$ cat config.mk
export PLATFORM = sky130hd
export DESIGN_NAME = midc_decoder
export DESIGN_NICKNAME = d
export VERILOG_FILES = /design/src/midc_pkg.sv /design/src/midc_qdiv.sv /design/src/midc_decoder.sv
export SDC_FILE = /design/constraint.sdc
export NUM_CORES = 1
export LEC_CHECK = 0
export BUFFER_PORTS_ARGS = -buffer_cell sky130_fd_sc_hd__buf_4
export CAP_MARGIN = 20
export CORE_ASPECT_RATIO = 0.7
export CORE_UTILIZATION = 39
export CTS_CLUSTER_SIZE = 40
export DETAILED_ROUTE_END_ITERATION = 12
export PLACE_DENSITY = 0.68
export SLEW_MARGIN = 25
export SYNTH_ARGS = -nofsm -noshare
export SYNTH_HDL_FRONTEND = slang
export SYNTH_SLANG_ARGS = --single-unit
$ cat constraint.sdc
create_clock -name clk -period 4.31 [get_ports clk]
set_input_delay 1.0775 -clock clk [delete_from_list [all_inputs] [get_ports clk]]
set_output_delay 1.0775 -clock clk [all_outputs]
set_load 0.1 [all_outputs]
$ cat src/midc_pkg.sv
// shared constants, types and state records for the instruction decoder
package midc_pkg;
  // word and field geometry
  localparam int IW = 14;
  localparam int QPH = 4;
  localparam int QPH_W = 2;
  localparam int CLS_LSB = 12;
  localparam int OP6_LSB = 8;
  localparam int OP4_LSB = 10;
  localparam int OP3_LSB = 11;
  localparam int OP5_LSB = 9;
  localparam int OP7_LSB = 7;
  localparam int DST_BIT = 7;
  localparam int FA_W = 7;
  localparam int BN_LSB = 7;
  localparam int BN_W = 3;
  localparam int K8_W = 8;
  localparam int K11_W = 11;
  localparam int K7_W = 7;
  localparam int K5_W = 5;
  localparam int K9_W = 9;
  localparam int OFF_W = 6;
  localparam int PS_OFF_BIT = 6;
  localparam int PS_INC_BIT = 2;
  localparam int MODE_W = 2;
  localparam int SEL_LSB = 4;
  localparam int BNK_LSB = 5;
  // reset value of the quarter-cycle phase
  localparam logic [1:0] PH_RST = 2'h0;
  localparam logic [1:0] PH_LAST = 2'h3;
  // file addresses of the two indirect access locations
  localparam logic [6:0] FA_IND0 = 7'h00;
  localparam logic [6:0] FA_IND1 = 7'h01;
  // top two bits sort the word into its format family
  localparam logic [1:0] TOP_BYTE = 2'h0;
  localparam logic [1:0] TOP_BIT = 2'h1;
  localparam logic [1:0] TOP_JMP = 2'h2;
  localparam logic [1:0] TOP_LIT = 2'h3;
  // opcode values
  localparam logic [5:0] OP_CTRL = 6'h00;
  localparam logic [5:0] OP_CLR = 6'h01;
  localparam logic [5:0] OP_DECSZ = 6'h0b;
  localparam logic [5:0] OP_INCSZ = 6'h0f;
  localparam logic [5:0] OP_LSL = 6'h35;
  localparam logic [5:0] OP_LSR = 6'h36;
  localparam logic [5:0] OP_ASR = 6'h37;
  localparam logic [5:0] OP_SUBB = 6'h3b;
  localparam logic [5:0] OP_ADDC = 6'h3d;
  localparam logic [5:0] OP_RETLIT = 6'h34;
  localparam logic [3:0] OP_BTSC = 4'h6;
  localparam logic [3:0] OP_BTSS = 4'h7;
  localparam logic [4:0] OP_RJMP = 5'h19;
  localparam logic [6:0] OP_PAGE = 7'h63;
  localparam logic [6:0] OP_PADD = 7'h62;
  localparam logic [6:0] OP_PRD = 7'h7e;
  localparam logic [6:0] OP_PWR = 7'h7f;
  localparam logic [6:0] LO_RET = 7'h08;
  localparam logic [6:0] LO_RETI = 7'h09;
  localparam logic [6:0] LO_CALLA = 7'h0a;
  localparam logic [6:0] LO_RJMPA = 7'h0b;
  localparam logic [1:0] SEL_BANK = 2'h1;
  localparam logic [2:0] SEL_PINC = 3'h1;

  // instruction format family
  typedef enum logic [1:0] {
    CL_BYTE = 2'h0,
    CL_BIT = 2'h1,
    CL_LITCTL = 2'h2
  } midc_cls_t;

  // decoded operation kind
  typedef enum logic [4:0] {
    K_CTRL, K_BYTE, K_BYTE_SKIP, K_BIT, K_BIT_SKIP, K_LIT, K_PAGE, K_BANK,
    K_RJMP, K_RJMPA, K_CALL, K_CALLA, K_JMP, K_RET, K_RETLIT, K_RETI,
    K_PTR_OFF, K_PTR_IDX, K_PTR_INC
  } midc_kind_t;

  // one-hot sequencer states
  typedef enum logic [3:0] {
    ST_IDLE = 4'b0001,
    ST_EXEC = 4'b0010,
    ST_IND = 4'b0100,
    ST_NOP = 4'b1000
  } midc_st_t;

  // all fields of one decoded word
  typedef struct packed {
    midc_kind_t kind;
    midc_cls_t cls;
    logic dst_f;
    logic [6:0] fa;
    logic [2:0] bitn;
    logic [7:0] k8;
    logic [10:0] k11;
    logic [6:0] k7;
    logic [4:0] k5;
    logic [8:0] k9;
    logic psel;
    logic [5:0] off;
    logic [1:0] mode;
    logic rmw;
    logic two_cyc;
    logic skip;
    logic ind;
  } midc_dec_t;

  // sequencer state record
  typedef struct packed {
    midc_st_t st;
    midc_dec_t dec;
    logic flow;
    logic [1:0] cnt;
  } midc_core_t;

  // divider state record
  typedef struct packed {
    logic [1:0] ph;
    logic stb;
  } midc_div_t;
endpackage

$ cat src/midc_qdiv.sv
// quarter-rate divider: oscillator phases and instruction-cycle strobe
`timescale 1ns/1ps
module midc_qdiv (
  input wire logic clk,
  input wire logic rstn,
  output logic [1:0] phase,
  output logic stb
);
  midc_pkg::midc_div_t s_q; // registered state
  midc_pkg::midc_div_t s_d; // next state

  // phase wraps every four clocks; strobe marks the last phase
  always_comb begin
    s_d = s_q;
    s_d.ph = s_q.ph + 2'h1;
    s_d.stb = (s_d.ph == midc_pkg::PH_LAST);
  end

  // register the whole record
  always_ff @(posedge clk or negedge rstn) begin
    if (!rstn) begin
      s_q <= '{ph: midc_pkg::PH_RST, stb: 1'b0};
    end else begin
      s_q <= s_d;
    end
  end

  assign phase = s_q.ph;
  assign stb = s_q.stb;
endmodule

$ cat src/midc_decoder.sv
// instruction word decoder and cycle sequencer for the 8-bit core
// Function
// - one 14-bit word holds opcode and operands
// - sort words into byte, bit, literal/control
// - both call forms take two cycles
// - all three return forms take two cycles
// - taken jumps and skips take two cycles
// - indirect access to program memory adds cycle
// - instruction cycle is four oscillator clocks
// - file register operands are read-modify-write
// - destination bit zero accumulator, one file
// - file address spans 0x00 to 0x7f
// - byte format: opcode, dest, file address
// - bit format: opcode, bit number, address
// - general literal is low eight bits
// - call and jump carry 11-bit target
// - page latch load takes 7-bit literal
// - bank select load takes 5-bit literal
// - relative jump takes 9-bit offset
// - pointer offset: select bit 6, 6-bit offset
// - pointer step: select bit 2, 2-bit mode
// - pointer select picks one of two
// - don't-care bits never change decoding
// - second cycle of two executes as nop
// - pointer msb set triggers the extra cycle
`timescale 1ns/1ps
module midc_decoder (
  input wire logic clk,
  input wire logic rstn,
  input wire logic fetch_valid, // word on fetch_word is present
  input wire logic [13:0] fetch_word, // program memory word
  output logic fetch_ready, // word is taken at this strobe
  input wire logic skip_true, // datapath skip condition, exec cycle
  input wire logic [1:0] ptr_msb, // top bit of each pointer register
  output midc_pkg::midc_dec_t dec, // fields of current instruction
  output logic exec_cyc, // real execute cycle in progress
  output logic ind_cyc, // extra indirect access cycle
  output logic nop_cyc, // forced nop cycle
  output logic [1:0] cyc_idx, // cycle number inside instruction
  output logic [1:0] phase, // oscillator phase in cycle
  output logic cyc_stb // last clock of each instruction cycle
);
  midc_pkg::midc_core_t s_q; // registered state
  midc_pkg::midc_core_t s_d; // next state
  logic stb; // divider strobe
  logic take; // word accepted this clock
  logic ind_need; // extra cycle owed by current instruction
  logic flow_now; // current instruction changes program flow

  // four-clock instruction cycle comes from the divider
  midc_qdiv u_div (
    .clk(clk),
    .rstn(rstn),
    .phase(phase),
    .stb(stb)
  );

  // split a word into every field; the kind says which ones matter
  function automatic midc_pkg::midc_dec_t decode(input logic [13:0] w);
    midc_pkg::midc_dec_t r;
    logic [5:0] op6;
    logic [6:0] op7;
    op6 = w[midc_pkg::OP6_LSB +: 6];
    op7 = w[midc_pkg::OP7_LSB +: 7];
    r = '0;
    // whole word decoded alone, no extension words
    r.dst_f = w[midc_pkg::DST_BIT];
    r.fa = w[midc_pkg::FA_W-1:0]; // full 0x00..0x7f range
    r.bitn = w[midc_pkg::BN_LSB +: midc_pkg::BN_W];
    r.k8 = w[midc_pkg::K8_W-1:0];
    r.k11 = w[midc_pkg::K11_W-1:0];
    r.k7 = w[midc_pkg::K7_W-1:0];
    r.k5 = w[midc_pkg::K5_W-1:0];
    r.k9 = w[midc_pkg::K9_W-1:0];
    r.off = w[midc_pkg::OFF_W-1:0];
    r.mode = w[midc_pkg::MODE_W-1:0];
    r.kind = midc_pkg::K_LIT;
    r.cls = midc_pkg::CL_LITCTL;
    case (w[midc_pkg::CLS_LSB +: 2])
      midc_pkg::TOP_BYTE: begin
        if (op6 == midc_pkg::OP_CTRL && !w[midc_pkg::DST_BIT]) begin
          // inherent control group; unused low bits ignored
          if (w[6:0] == midc_pkg::LO_RET) begin
            r.kind = midc_pkg::K_RET;
          end else if (w[6:0] == midc_pkg::LO_RETI) begin
            r.kind = midc_pkg::K_RETI;
          end else if (w[6:0] == midc_pkg::LO_CALLA) begin
            r.kind = midc_pkg::K_CALLA;
          end else if (w[6:0] == midc_pkg::LO_RJMPA) begin
            r.kind = midc_pkg::K_RJMPA;
          end else if (w[midc_pkg::BNK_LSB +: 2] == midc_pkg::SEL_BANK) begin
            r.kind = midc_pkg::K_BANK;
          end else if (w[midc_pkg::SEL_LSB +: 3] == midc_pkg::SEL_PINC) begin
            r.kind = midc_pkg::K_PTR_INC;
            r.psel = w[midc_pkg::PS_INC_BIT];
          end else begin
            r.kind = midc_pkg::K_CTRL;
          end
        end else begin
          r.cls = midc_pkg::CL_BYTE;
          r.rmw = 1'b1; // read before any store
          if (op6 == midc_pkg::OP_DECSZ || op6 == midc_pkg::OP_INCSZ) begin
            r.kind = midc_pkg::K_BYTE_SKIP;
          end else begin
            r.kind = midc_pkg::K_BYTE;
          end
        end
      end
      midc_pkg::TOP_BIT: begin
        r.cls = midc_pkg::CL_BIT;
        r.rmw = 1'b1;
        if (w[midc_pkg::OP4_LSB +: 4] == midc_pkg::OP_BTSC ||
            w[midc_pkg::OP4_LSB +: 4] == midc_pkg::OP_BTSS) begin
          r.kind = midc_pkg::K_BIT_SKIP;
        end else begin
          r.kind = midc_pkg::K_BIT;
        end
      end
      midc_pkg::TOP_JMP: begin
        // bit 11 splits call from jump, rest is target
        r.kind = w[midc_pkg::OP3_LSB] ? midc_pkg::K_JMP : midc_pkg::K_CALL;
      end
      default: begin
        // literal space also holds some byte-format operations
        if (op6 == midc_pkg::OP_LSL || op6 == midc_pkg::OP_LSR ||
            op6 == midc_pkg::OP_ASR || op6 == midc_pkg::OP_SUBB ||
            op6 == midc_pkg::OP_ADDC) begin
          r.cls = midc_pkg::CL_BYTE;
          r.rmw = 1'b1;
          r.kind = midc_pkg::K_BYTE;
        end else if (w[midc_pkg::OP5_LSB +: 5] == midc_pkg::OP_RJMP) begin
          r.kind = midc_pkg::K_RJMP;
        end else if (op6 == midc_pkg::OP_RETLIT) begin
          r.kind = midc_pkg::K_RETLIT;
        end else if (op7 == midc_pkg::OP_PAGE) begin
          r.kind = midc_pkg::K_PAGE;
        end else if (op7 == midc_pkg::OP_PADD) begin
          r.kind = midc_pkg::K_PTR_OFF;
          r.psel = w[midc_pkg::PS_OFF_BIT];
        end else if (op7 == midc_pkg::OP_PRD || op7 == midc_pkg::OP_PWR) begin
          r.kind = midc_pkg::K_PTR_IDX;
          r.psel = w[midc_pkg::PS_OFF_BIT];
        end else begin
          r.kind = midc_pkg::K_LIT;
        end
      end
    endcase
    // file operand naming an indirect location goes through its pointer
    if (r.rmw && (r.fa == midc_pkg::FA_IND0 || r.fa == midc_pkg::FA_IND1)) begin
      r.ind = 1'b1;
      r.psel = r.fa[0];
    end
    if (r.kind == midc_pkg::K_PTR_INC || r.kind == midc_pkg::K_PTR_IDX) begin
      r.ind = 1'b1;
    end
    // clear-accumulator form: low bits are don't-care, never a pointer
    if (op6 == midc_pkg::OP_CLR && !w[midc_pkg::DST_BIT]) begin
      r.ind = 1'b0;
    end
    // calls, returns and jumps always change flow
    r.two_cyc = (r.kind == midc_pkg::K_CALL) || (r.kind == midc_pkg::K_CALLA) ||
                (r.kind == midc_pkg::K_RET) || (r.kind == midc_pkg::K_RETLIT) ||
                (r.kind == midc_pkg::K_RETI) ||
                (r.kind == midc_pkg::K_JMP) || (r.kind == midc_pkg::K_RJMP) ||
                (r.kind == midc_pkg::K_RJMPA);
    r.skip = (r.kind == midc_pkg::K_BYTE_SKIP) || (r.kind == midc_pkg::K_BIT_SKIP);
    return r;
  endfunction

  // extra cycle only when the chosen pointer reaches program memory
  assign ind_need = s_q.dec.ind && ptr_msb[s_q.dec.psel];
  // flow change: fixed two-cycle kinds or a true skip
  assign flow_now = s_q.dec.two_cyc || (s_q.dec.skip && skip_true);

  // ready is a handshake term; it only counts on the strobe clock
  // kept combinational so a refusal lands in the strobe clock itself
  always_comb begin
    case (s_q.st)
      midc_pkg::ST_IDLE: fetch_ready = 1'b1;
      midc_pkg::ST_EXEC: fetch_ready = !ind_need && !flow_now;
      midc_pkg::ST_IND: fetch_ready = !s_q.flow;
      midc_pkg::ST_NOP: fetch_ready = 1'b1;
      default: fetch_ready = 1'b1;
    endcase
  end

  // the only way a word enters; every other clock ignores the fetch side
  assign take = stb && fetch_valid && fetch_ready;

  // sequencer: moves only on instruction-cycle boundaries
  always_comb begin
    s_d = s_q;
    if (stb) begin
      s_d.cnt = s_q.cnt + 2'h1;
      case (s_q.st)
        midc_pkg::ST_EXEC: begin
          // skip result and flow are latched at end of execute cycle
          s_d.flow = flow_now;
          if (ind_need) begin
            s_d.st = midc_pkg::ST_IND;
          end else if (flow_now) begin
            s_d.st = midc_pkg::ST_NOP;
          end else begin
            s_d.st = midc_pkg::ST_IDLE;
          end
        end
        midc_pkg::ST_IND: begin
          s_d.st = s_q.flow ? midc_pkg::ST_NOP : midc_pkg::ST_IDLE;
        end
        midc_pkg::ST_NOP: s_d.st = midc_pkg::ST_IDLE;
        midc_pkg::ST_IDLE: s_d.st = midc_pkg::ST_IDLE;
        default: s_d.st = midc_pkg::ST_IDLE;
      endcase
      // a taken word overrides the idle fall-back above
      if (take) begin
        s_d.st = midc_pkg::ST_EXEC;
        s_d.dec = decode(fetch_word);
        s_d.flow = 1'b0;
        s_d.cnt = 2'h0;
      end
    end
  end

  // register the whole record
  always_ff @(posedge clk or negedge rstn) begin
    if (!rstn) begin
      s_q <= '{st: midc_pkg::ST_IDLE, dec: '0, flow: 1'b0, cnt: 2'h0};
    end else begin
      s_q <= s_d;
    end
  end

  // outputs straight from the state record; cycle strobe straight from the divider
  assign dec = s_q.dec;
  assign exec_cyc = (s_q.st == midc_pkg::ST_EXEC);
  assign ind_cyc = (s_q.st == midc_pkg::ST_IND);
  assign nop_cyc = (s_q.st == midc_pkg::ST_NOP);
  assign cyc_idx = s_q.cnt;
  assign cyc_stb = stb;

  localparam int CYC = 4; // clocks per instruction cycle
endmodule

Word-level counts from Yosys, hierarchy flattened:

Index checks and enable logic that the tools add are counted.

* register bits: 74
* output and inout bits: 80
* word-level logic and storage cells: 156

* $add $sub $neg: 2
* $lt $le $gt $ge: 1
* equal/unequal tests: 41
* mux-type cells: 54
* reductions and logical operators: 37

Operators with widths (count)
* $mux W78: 1
* $mux W5: 15
* $eq A5 B4 Y1 const B: 8
* $eq A6 B6 Y1 const B: 6
* $eq A7 B4 Y1 const B: 4
* $eq A7 B7 Y1 const B: 4
* $mux W1: 24
* $logic_or A1 B1 Y1: 18
* $eq A5 B5 Y1 const B: 3
* $pmux W5 S3: 1
* $eq A4 B3 Y1 const B: 3
* $eq A6 B4 Y1 const B: 2
* $mux W4: 3
* $logic_and A1 B1 Y1: 8
* $pmux W4 S2: 1
* $eq A7 B1 Y1 const B: 1
* $logic_not A7 Y1: 1
* $eq A6 B1 Y1 const B: 1
* $logic_not A6 Y1: 1
* $mux W2: 3
* $mux W3: 2
* $pmux W2 S3: 1
* $eq A5 B2 Y1 const B: 1
* $eq A5 B3 Y1 const B: 1
* other kinds (14): 22

Longest topological paths before layout:

Gate-level depths: netlist (run 1).

* depth after elaboration: 20
* gate-level depth with buffers: 8

Cells and area by module:

From an unflattened synthesis (run 1), not the netlist that was laid out.

* cell total of the unflattened synthesis: 267
* area, all modules: 2272.2 µm²

Modules (own cells, without submodules)
* midc_decoder: times used 1, cells an instance 261, area each 2177.1 µm², seq. area each 752.0 µm²
* midc_qdiv: times used 1, cells an instance 6, area each 95.1 µm², seq. area each 75.1 µm²

Worst setup path before layout (run 1):

OpenSTA, ideal clock, no wires.

* kind: reg-to-output
* start: register s_q[75] (netlist bit)
* end: output port nop_cyc
* data arrival time: 3.564 ns
* required time: 3.233 ns
* slack: -0.331 ns
* stages on the path, launching flop included: 2
* path buffers: 0
* cell sequence: dfrtp_1 > nor4b_1

* word-level cells in the longest chain between the ends: 1

Ends and longest elaborated chain
* from (decl): RTL line midc_decoder.sv:43 `midc_pkg::midc_core_t s_q;`
* from (signal assigned): RTL line midc_decoder.sv:227 `s_q <= '{st: midc_pkg::ST_IDLE, dec: '0, flow: 1'b0, cnt: 2'h0};`
* $eq A4 B4 Y1: RTL line midc_decoder.sv:237 `assign nop_cyc = (s_q.st == midc_pkg::ST_NOP);`
* to (decl): RTL line midc_decoder.sv:38 `output logic nop_cyc,`

Every way passes these cells.

Final worst setup path (run 1):

* start: input port ptr_msb[1]
* end: output port fetch_ready

* word-level cells in the longest chain between the ends: 6

Ends and longest elaborated chain
* from (decl): RTL line midc_decoder.sv:34 `input wire logic [1:0] ptr_msb,`
* $mux W1 (implied by the code) (2 in a row): RTL line midc_decoder.sv:171 `assign ind_need = s_q.dec.ind && ptr_msb[s_q.dec.psel];`
* $logic_and A1 B1 Y1: RTL line midc_decoder.sv:171
* $logic_not A1 Y1: RTL line midc_decoder.sv:180 `midc_pkg::ST_EXEC: fetch_ready = !ind_need && !flow_now;`
* $logic_and A1 B1 Y1: RTL line midc_decoder.sv:180
* $pmux W1 S2: RTL line midc_decoder.sv:178 `case (s_q.st)`
* to (decl): RTL line midc_decoder.sv:32 `output logic fetch_ready,`

Every way passes these cells. The select of a mux whose other input is x is not followed.

==> results.json, run 1 <==
{
  "ys_ff_latch": 33,
  "cts_sinks": 33,
  "status": "finished, final reports clean",
  "routed.top_layer": "met4",
  "drv_slew": 0,
  "synthesis.nets": 297,
  "core-area_sq_mm": 0.005698,
  "cts_tree": "built",
  "synthArstFlopShare": 1.000,
  "path_cells": "buf_4 -> mux2_2 -> a21oi_1 -> o21a_1 -> buf_4",
  "grt_pass1_wl_mm": 7.596,
  "io_buffers": 99,
  "setup_violations": 0,
  "viasPerCell": 4.781,
  "diodes": 0,
  "hold_slack_ns": 0.4414,
  "drt_pass1_iterations": 5,
  "placed_area_sq_mm": 0.002555,
  "drive_gt1_frac": 0.3946,
  "grt_usage": 0.1602,
  "crit_required_ns": 3.23,
  "hold_viol": 0,
  "vdd_drop_max_uv": 334.4,
  "vias": 1788,
  "fin_area_sq_mm": 0.002638,
  "seq_area_frac_synth": 0.3592,
  "routed_wl_mm": 4.811,
  "cp_slowest_cell": "buf_4",
  "grt_max_degree": 34,
  "htree_levels": 2,
  "ctsRootBufferMaster": "clkbuf_8",
  "cts_setup_buffers": 0,
  "area_growth_pct": 14.57,
  "antenna_found_initial": 0,
  "synth_cell_types": 45,
  "p_switching_uw": 1035,
  "numCtsBuffers": 5,
  "post-dp-hpwl_mm": 3.516,
  "cp_slowest_stage_delay_ns": 0.30,
  "path_common_cell": "buf_4",
  "p_per_area_mw_per_mm2": 634.9,
  "leakagePower_uw": 0.001358,
  "wl_per_cell_um": 12.86,
  "grt_overflow": 0,
  "first_iter_violations": 64,
  "yosysWarnings": 0,
  "drcViolationCount": 0,
  "gp_congestion": 0.8238,
  "syn_inst": 276,
  "fmax_ghz": 0.3190,
  "synthFlopType": "dfrtp_1",
  "die-height_um": 66.28,
  "internal-power_uw": 639.2,
  "syn_avg_cell_area_sq_um": 8.341,
  "min_path_type": "flip-flop to flip-flop",
  "wl_met2_mm": 2.063,
  "drv_cap": 0,
  "p_seq_frac": 0.234,
  "synth.cell_area_sq_mm": 0.002302,
  "dieArea_sq_mm": 0.006219,
  "num_rows": 23,
  "clkSlewWorstSetupHoldPaths_ns": 0.07,
  "fin_nets": 319,
  "ios": 100,
  "period_needed_ns": 3.135,
  "synth_edf_count": 0,
  "slew_headroom": 0.4321,
  "cts_resized": 0,
  "start_kind": "input port",
  "endpoint_kind": "output pin",
  "pwr-share-clk": 0.132,
  "clockBufferDepth": 2,
  "postCtsHoldBufs": 0,
  "n_fill_cell": 581,
  "drtAntennaViolNets": 0,
  "arrival_ns": 2.06,
  "worst-path-max-fanout": 4,
  "worstMarginPinSlew_ns": 0.8519,
  "p_total_uw": 1675,
  "grt_pass1_vias": 1509,
  "combPwrFrac": 0.634,
  "min_period_over_period": 0.7273,
  "rsz0062_at_grt": "false",
  "wl_met1_mm": 2.313,
  "start_util": 0.4040,
  "clock_skew_ns": 0.005894,
  "critical_path_class": "input port to output pin",
  "clock_latency_ns": 0.28,
  "swShare": 0.6183,
  "met3WireLength_um": 379,
  "finalSetupTns_ns": 0,
  "die_x_um": 93.83
}
## worst max-delay path, delay by kind of cell
kind | cells | cell delay (ns)
multiplexers | 1 | 0.26
buffers and inverters | 2 | 0.41
AO/OA/AOI/OAI | 2 | 0.31
## area by class of cell
cell class | instances | area, sq um | share of cell area
multi-input cells | 149 | 849.6 | 0.3221
clock inverters | 2 | 10.01 | 0.003795
flip-flops and latches | 33 | 827.0 | 0.3136
well taps | 75 | 93.84 | 0.03558
clock buffers | 6 | 72.57 | 0.02751
repair buffers | 100 | 750.7 | 0.2846
inverters | 9 | 33.78 | 0.01281
## stage by stage
| stage | instances | utilization | worst slack [ns] |
|---|---|---|---|
| after floorplan | 276 | - | 0.2814 |
| after global placement | 366 | 0.4484 | 1.175 |
| after detailed placement | 366 | 0.4484 | 1.170 |
| after CTS | 374 | 0.4629 | 1.171 |
| after global routing | 374 | 0.4629 | 1.104 |
| final | 374 | 0.4629 | 1.175 |
## sequential cells by signal (all words and copies together), names as in the netlist
signal       count
cyc_idx          2
u_div.phase      2
s_q              5
dec             23
u_div.stb        1
## cell usage in the layout, fill, tap and decap left out, types with 2 or more instances in the layout
cell	Yosys	routed
nand2b_1	2	2
a31oi_1	5	5
nor2_1	20	20
nor3b_1	2	2
buf_4	73	100
a21o_1	3	3
nor3_1	3	3
clkbuf_8	0	5
a41oi_1	2	2
mux2i_1	2	2
clkinv_2	0	2
xnor2_1	2	2
xor2_1	3	3
nand2_1	55	55
a21oi_1	9	9
and3_1	2	2
mux2_2	2	2
nand3_1	5	5
o21ai_0	9	9
dfrtp_1	32	32
inv_1	9	9
nor4b_2	1	2
## layer usage
layer | global-route usage | up-vias
li1 | - | 872
met1 | 0.2246 | 821
met2 | 0.2427 | 86
met3 | 0.04023 | 9
met4 | 0.04615 | 0
met5 | 0 | -
## worst paths after layout
| check | from | to | slack [ns] | cells after the start |
|---|---|---|---|---|
| max | ptr_msb[1] | fetch_ready | 1.18 | 5 |
| min reg2reg | u_div.phase[0] | u_div.phase[0] | 0.44 | 1 |
| max reg2reg | dec[12] | cyc_idx[0] | 2.06 | 6 |
| max in group asynchronous | rstn | s_q[74] | 3.24 | 1 |
| min in group asynchronous | rstn | cyc_idx[0] | 0.74 | 1 |
| min | u_div.phase[0] | u_div.phase[0] | 0.44 | 1 |
## power by group through the flow
stage / combinational [uW] / clock, uW / sequential, uW
2_1_floorplan: 1020 / 0 / 389
3_3_place_gp: 1060 / 0 / 396
3_5_place_dp: 1070 / 0 / 399
4_1_cts: 1070 / 229 / 393
5_1_grt: 1090 / 245 / 401
6_report: 1060 / 220 / 392
## kinds of logic (layout without fill, tap and decap cells)
logic type,Yosys count,in the layout,synth area share
simple gates,100,100,0.2109
flops,33,33,0.3592
fa+ha+maj,1,1,0.005434
buf+inv,94,117,0.2745
compound gates,39,39,0.1125
mux,4,4,0.01848
xor+xnor,5,5,0.01903
## cells in the mapped netlist (2+ instances only)
library cell,number,share of area
a31oi_1,5,0.014
a21oi_1,9,0.020
xor2_1,3,0.011
dfrtp_1,32,0.35
nand3_1,5,0.011
nor3b_1,2,0.0065
mux2_2,2,0.0098
clkbuf_1,8,0.013
and3_1,2,0.0054
a21o_1,3,0.0098
inv_1,9,0.015
buf_2,4,0.0087
nor2_1,20,0.033
xnor2_1,2,0.0076
o21ai_0,9,0.020
mux2i_1,2,0.0087
nand2b_1,2,0.0054
a41oi_1,2,0.0076
buf_4,73,0.24
nand2_1,55,0.090
nor3_1,3,0.0065
Power figures use the tool's default switching activity.
==> run 2: changes to the inputs <==
Settings changed: PLACE_DENSITY 0.68 to 0.7.
Clock period 4.31 ns to 2.6 ns, I/O delays scaled along.
==> run 2 against run 1 <==
Utilization increased by 2.2 points. Worst setup slack got worse by 0.91 ns. Clock power increased by 130%.
==> results.json, run 2 (same netlist as run 1, synthesis figures left out) <==
{
  "status": "finished, final reports clean",
  "cts_resized": 0,
  "vias": 1787,
  "num_rows": 23,
  "dpl_worst_slack_ns": 0.03389,
  "fin_nets": 325,
  "diodes": 0,
  "drcViolationCount": 0,
  "post-route-util": 0.4853,
  "clock_latency_ns": 0.28,
  "critical_path_class": "flip-flop to output pin",
  "clock_skew_ns": 0.004290,
  "first_iter_violations": 145,
  "fin_ws_ns": 0.2684,
  "worstReg2RegStart": "dec[12]",
  "cts_sinks": 33,
  "hold_slack_ns": 0.3051,
  "crit_required_ns": 1.95,
  "grt_pass1_wl_mm": 7.893,
  "cts_setup_buffers": 0,
  "endpoint_kind": "output pin",
  "htree_levels": 2,
  "fmax_ghz": 0.4289,
  "arrival_ns": 1.68,
  "largest_register_ffs": 23,
  "drt_pass1_iterations": 4,
  "hold_viol": 0,
  "mostFrequentLayoutCells": "buf_4, nand2_1, dfrtp_1, nor2_1",
  "min_period_over_period": 0.8968,
  "dieArea_sq_mm": 0.006219,
  "drtAntennaViolNets": 0,
  "crit_start": "s_q[77]",
  "leakagePower_uw": 0.001407,
  "p_total_uw": 2937,
  "viasPerCell": 4.703,
  "p_per_area_mw_per_mm2": 1062,
  "gp_congestion": 0.8326,
  "routed_wl_mm": 5.082,
  "wl_per_cell_um": 13.37,
  "worst-path-max-fanout": 5,
  "drv_slew": 0,
  "start_kind": "flip-flop",
  "min_path_type": "input port to async pin",
  "cts_tree": "built",
  "postCtsHoldBufs": 0,
  "worstMarginPinSlew_ns": 0.4456,
  "drv_cap": 0,
  "setup_violations": 0,
  "die_x_um": 93.83,
  "clkSlewWorstSetupHoldPaths_ns": 0.07,
  "area_growth_pct": 20.11,
  "grt_pass1_vias": 1580,
  "clockBufferDepth": 2,
  "rsz0062_at_grt": "false",
  "drive_gt1_frac": 0.4197,
  "ctsRootBufferMaster": "clkbuf_8",
  "grt_max_degree": 34,
  "io_buffers": 99,
  "slew_headroom": 0.7002,
  "grt_usage": 0.1682,
  "period_needed_ns": 2.332,
  "placedCellCount": 372,
  "antenna_found_initial": 0,
  "start_util": 0.4040,
  "post-dp-hpwl_mm": 3.776,
  "grt_overflow": 0,
  "mostFrequentLayoutCell": "buf_4",
  "n_fill_cell": 566,
  "ios": 100,
  "numCtsBuffers": 5,
  "die-height_um": 66.28,
  "core-area_sq_mm": 0.005698,
  "fin_cells": 380,
  "vdd_drop_max_uv": 442.7
}
## run 2: area by class of cell
class                      instances  area [sq um]  area share
multi-input combinational        149         884.6      0.3199
inverter                           9         33.78     0.01222
sequential                        33         828.3      0.2995
clock buffer                       7         86.33     0.03122
tap                               75         93.84     0.03394
timing repair buffer             106         808.3      0.2923
clock inverter                     1         30.03     0.01086
## run 2: per-stage QoR
stage | area (sq um) | setup TNS, ns
6_report | 2765 | 0
5_1_grt | 2765 | 0
4_1_cts | 2765 | 0
3_5_place_dp | 2649 | 0
3_3_place_gp | 2649 | 0
2_1_floorplan | 2356 | -5.231
## run 2: critical path: stages, from the launching register on
cell and delay [ns]:
dfrtp_2 0.46, nor4b_4 0.39, inv_1 0.10, o21a_4 0.22, buf_4 0.23
## run 2: report_power, final
part           switching [uW]  internal (uW)  leakage (uW)  total (uW)
clock                     197            313     0.0000585         510
sequential               74.3            580      0.000410         654
combinational            1470            303      0.000939        1770
## run 2: final timing paths
| path | slack [ns] | cells past startpoint | to |
|---|---|---|---|
| max in group asynchronous | 1.96 | 1 | s_q[77] |
| setup reg to reg | 0.64 | 7 | dec[68] |
| setup / recovery | 0.27 | 4 | fetch_ready |
| min in group clk | 0.44 | 1 | u_div.phase[0] |
| hold / removal | 0.31 | 1 | dec[65] |
| hold reg to reg | 0.44 | 1 | u_div.phase[0] |
## run 2: layer usage
layer | up-vias | part of all wire | track usage
li1 | 882 | - | -
met1 | 838 | 0.49 | 0.2394
met2 | 67 | 0.44 | 0.2600
met3 | 0 | 0.069 | 0.04138
met4 | 0 | 0 | 0.02885
met5 | - | 0 | 0
==> run 3: changes to the inputs <==
Settings changed: ABC_AREA from default to 1, ABC_CLOCK_PERIOD_IN_PS from default to 2600, CAP_MARGIN 20 to default.
==> run 3 against run 2 <==
Combinational power grew 9%. Critical endpoint unchanged. Hold slack lost 0.0066 ns. Register-to-register slack better by 0.13 ns. Utilization down 1.9 points. Wire length is 0.47% lower. Sequential power is 1% higher. Sequential cell count did not move. Global-route usage decreased by 0.11 points. First-iteration DRC count shrank 21%. Clock skew is 0.00065 ns lower. Critical path depth increased by 3. Maximum frequency rose by 5.3%.
==> results.json, run 3 <==
{
  "status": "finished, final reports clean",
  "io_buffers": 99,
  "crit_start": "s_q[74]",
  "drt_pass1_iterations": 4,
  "swShare": 0.6356,
  "clock_latency_ns": 0.28,
  "min_path_type": "input port to async pin",
  "combPwrFrac": 0.650,
  "fmax_ghz": 0.4516,
  "clock_skew_ns": 0.003637,
  "clockBufferDepth": 2,
  "finalSetupTns_ns": 0,
  "period_needed_ns": 2.214,
  "grt_usage": 0.1672,
  "worst-path-max-fanout": 3,
  "pwr-share-clk": 0.126,
  "mostFrequentLayoutCell": "buf_4",
  "grt_util_met1": 0.2342,
  "slew_headroom": 0.6977,
  "wl_per_cell_um": 11.79,
  "internal-power_uw": 1081,
  "dieArea_sq_mm": 0.006437,
  "met2_usage": 0.2554,
  "mostFrequentLayoutCells": "buf_4, nand2_1, inv_1, dfrtp_1, nor2_1",
  "critical_path_class": "flip-flop to output pin",
  "drive_gt1_frac": 0.3475,
  "ys_top_cells_by_area": "dfrtp_1, buf_4, nand2_1",
  "synth_edf_count": 0,
  "grt_max_degree": 43,
  "clkSlewWorstSetupHoldPaths_ns": 0.07,
  "drcViolationCount": 0,
  "cts_sinks": 33,
  "p_per_area_mw_per_mm2": 1094,
  "vdd_drop_max_uv": 445.6,
  "drtAntennaViolNets": 0,
  "postCtsHoldBufs": 0,
  "multi_input_area_sq_um": 825.8,
  "ff_latch_area_sq_um": 827.0,
  "arrival_ns": 1.56,
  "grt_pass1_vias": 1744,
  "ctsRootBufferMaster": "clkbuf_8",
  "rsz0062_at_grt": "false",
  "area_growth_pct": 13.69,
  "yosysWarnings": 0,
  "num_rows": 23,
  "grt_pass1_wl_mm": 8.217,
  "use_met3": 0.05068,
  "worstMarginPinSlew_ns": 0.4530,
  "cts_tree": "built",
  "start_util": 0.4102,
  "seq_area_frac_synth": 0.3468,
  "largest_register_ffs": 23,
  "syn_avg_cell_area_sq_um": 7.338,
  "antenna_found_initial": 0,
  "cts_setup_buffers": 0,
  "ys_ff_latch": 33,
  "first_iter_violations": 115,
  "synth.most_common_cell": "nand2_1",
  "n_fill_cell": 590,
  "synth.cell_area_sq_mm": 0.002385,
  "grt_overflow": 0,
  "ios": 100,
  "numCtsBuffers": 5,
  "synthesis.nets": 346,
  "diodes": 0,
  "rrSetupSlack_ns": 0.77,
  "core-area_sq_mm": 0.005813,
  "synthArstFlopShare": 1.000,
  "drv_cap": 0,
  "synth_cell_types": 30,
  "yosysTopAreaCell": "dfrtp_1",
  "setup_violations": 0,
  "syn_inst": 325,
  "endpoint_kind": "output pin",
  "drv_slew": 0,
  "hold_viol": 0,
  "p_total_uw": 2965,
  "post-dp-hpwl_mm": 3.873,
  "gp_congestion": 0.9770,
  "min_period_over_period": 0.8517,
  "htree_levels": 2,
  "r2r_end": "dec[2]",
  "synthFlopType": "dfrtp_1",
  "ys_top_cells_by_count": "nand2_1, buf_4, inv_1",
  "viasPerCell": 4.508,
  "leakagePower_uw": 0.001520,
  "fin_nets": 374,
  "die-height_um": 67.43,
  "p_seq_frac": 0.224,
  "globalRoute.busiestLayer": "met2",
  "crit_required_ns": 1.95,
  "cts_resized": 0,
  "worstReg2RegStart": "s_q[75]",
  "p_switching_uw": 1885,
  "vias": 1934,
  "reg2reg_depth": 10,
  "start_kind": "flip-flop",
  "die_x_um": 95.47,
  "routed_wl_mm": 5.058,
  "yosysTopAreaCellShare": 0.3358
}
## run 3: changes by cell type after synthesis, moves of 5 or more
cell,previous run,this run
nor2_1,20,30
inv_1,9,33
nand2_1,55,83
o21ai_1,0,13
nand3_1,5,18
a21oi_1,9,2
a31oi_1,5,0
clkbuf_1,8,0
## run 3: layout make-up
class,count,share of cell area
Clock buffer,6,0.02677
Sequential cell,33,0.3050
Inverter,37,0.05122
Tap cell,75,0.03461
Clock inverter,2,0.003692
Multi-Input combinational cell,177,0.3046
Timing Repair Buffer,99,0.2741
## run 3: stage by stage
stage	std cells	worst slack (ns)	cell area (sq um)	util	hold slack, ns
after detailed placement	421	0.3986	2629	0.4522	0.4469
after global placement	421	0.4241	2629	0.4522	0.4318
after CTS	429	0.3707	2711	0.4664	0.3198
final	429	0.3855	2711	0.4664	0.2985
after floorplan	325	0.1163	2390	-	0.3544
after global routing	429	0.3013	2711	0.4664	0.3232
## run 3: worst max path at each step
| stage | to | slack (ns) | cells after the start |
|---|---|---|---|
| after global routing | fetch_ready | 0.30 | 6 |
| after detailed placement | fetch_ready | 0.40 | 6 |
| after CTS | fetch_ready | 0.37 | 6 |
| after global placement | fetch_ready | 0.42 | 6 |
| final | fetch_ready | 0.39 | 7 |
| after floorplan | fetch_ready | 0.12 | 6 |
## run 3: worst max-delay path: stages (launching register included)
cell	delay, ns
dfstp_2	0.53
inv_2	0.04
nand2_1	0.13
nor3_4	0.06
nand2_2	0.06
nand2_1	0.06
nand2_2	0.10
buf_4	0.30
## run 3: routing by layer
metal	wire length [um]	part of all wire	vias up
met2	2224	0.44	74
met3	390	0.077	2
met1	2436	0.48	870
met5	0	0	-
met4	7	0.0014	0
li1	-	-	988
## run 3: cells by family after synthesis
family,share of synthesized area
buffers and inverters,0.3090
adders and majority gates,0.005246
AOI/OAI and AO/OA,0.06663
DFF,0.3468
xor gates and xnor gates,0.003673
and+or+nand+nor,0.2686
## run 3: power by group through the flow
| stage | Combinational (uW) | Sequential, uW | Clock, uW |
|---|---|---|---|
| finish | 1930 | 663 | 374 |
| floorplan | 1840 | 651 | 0 |
| CTS | 1940 | 666 | 380 |
| global route | 1980 | 679 | 414 |
| detailed placement | 1930 | 674 | 0 |
| global placement | 1930 | 669 | 0 |
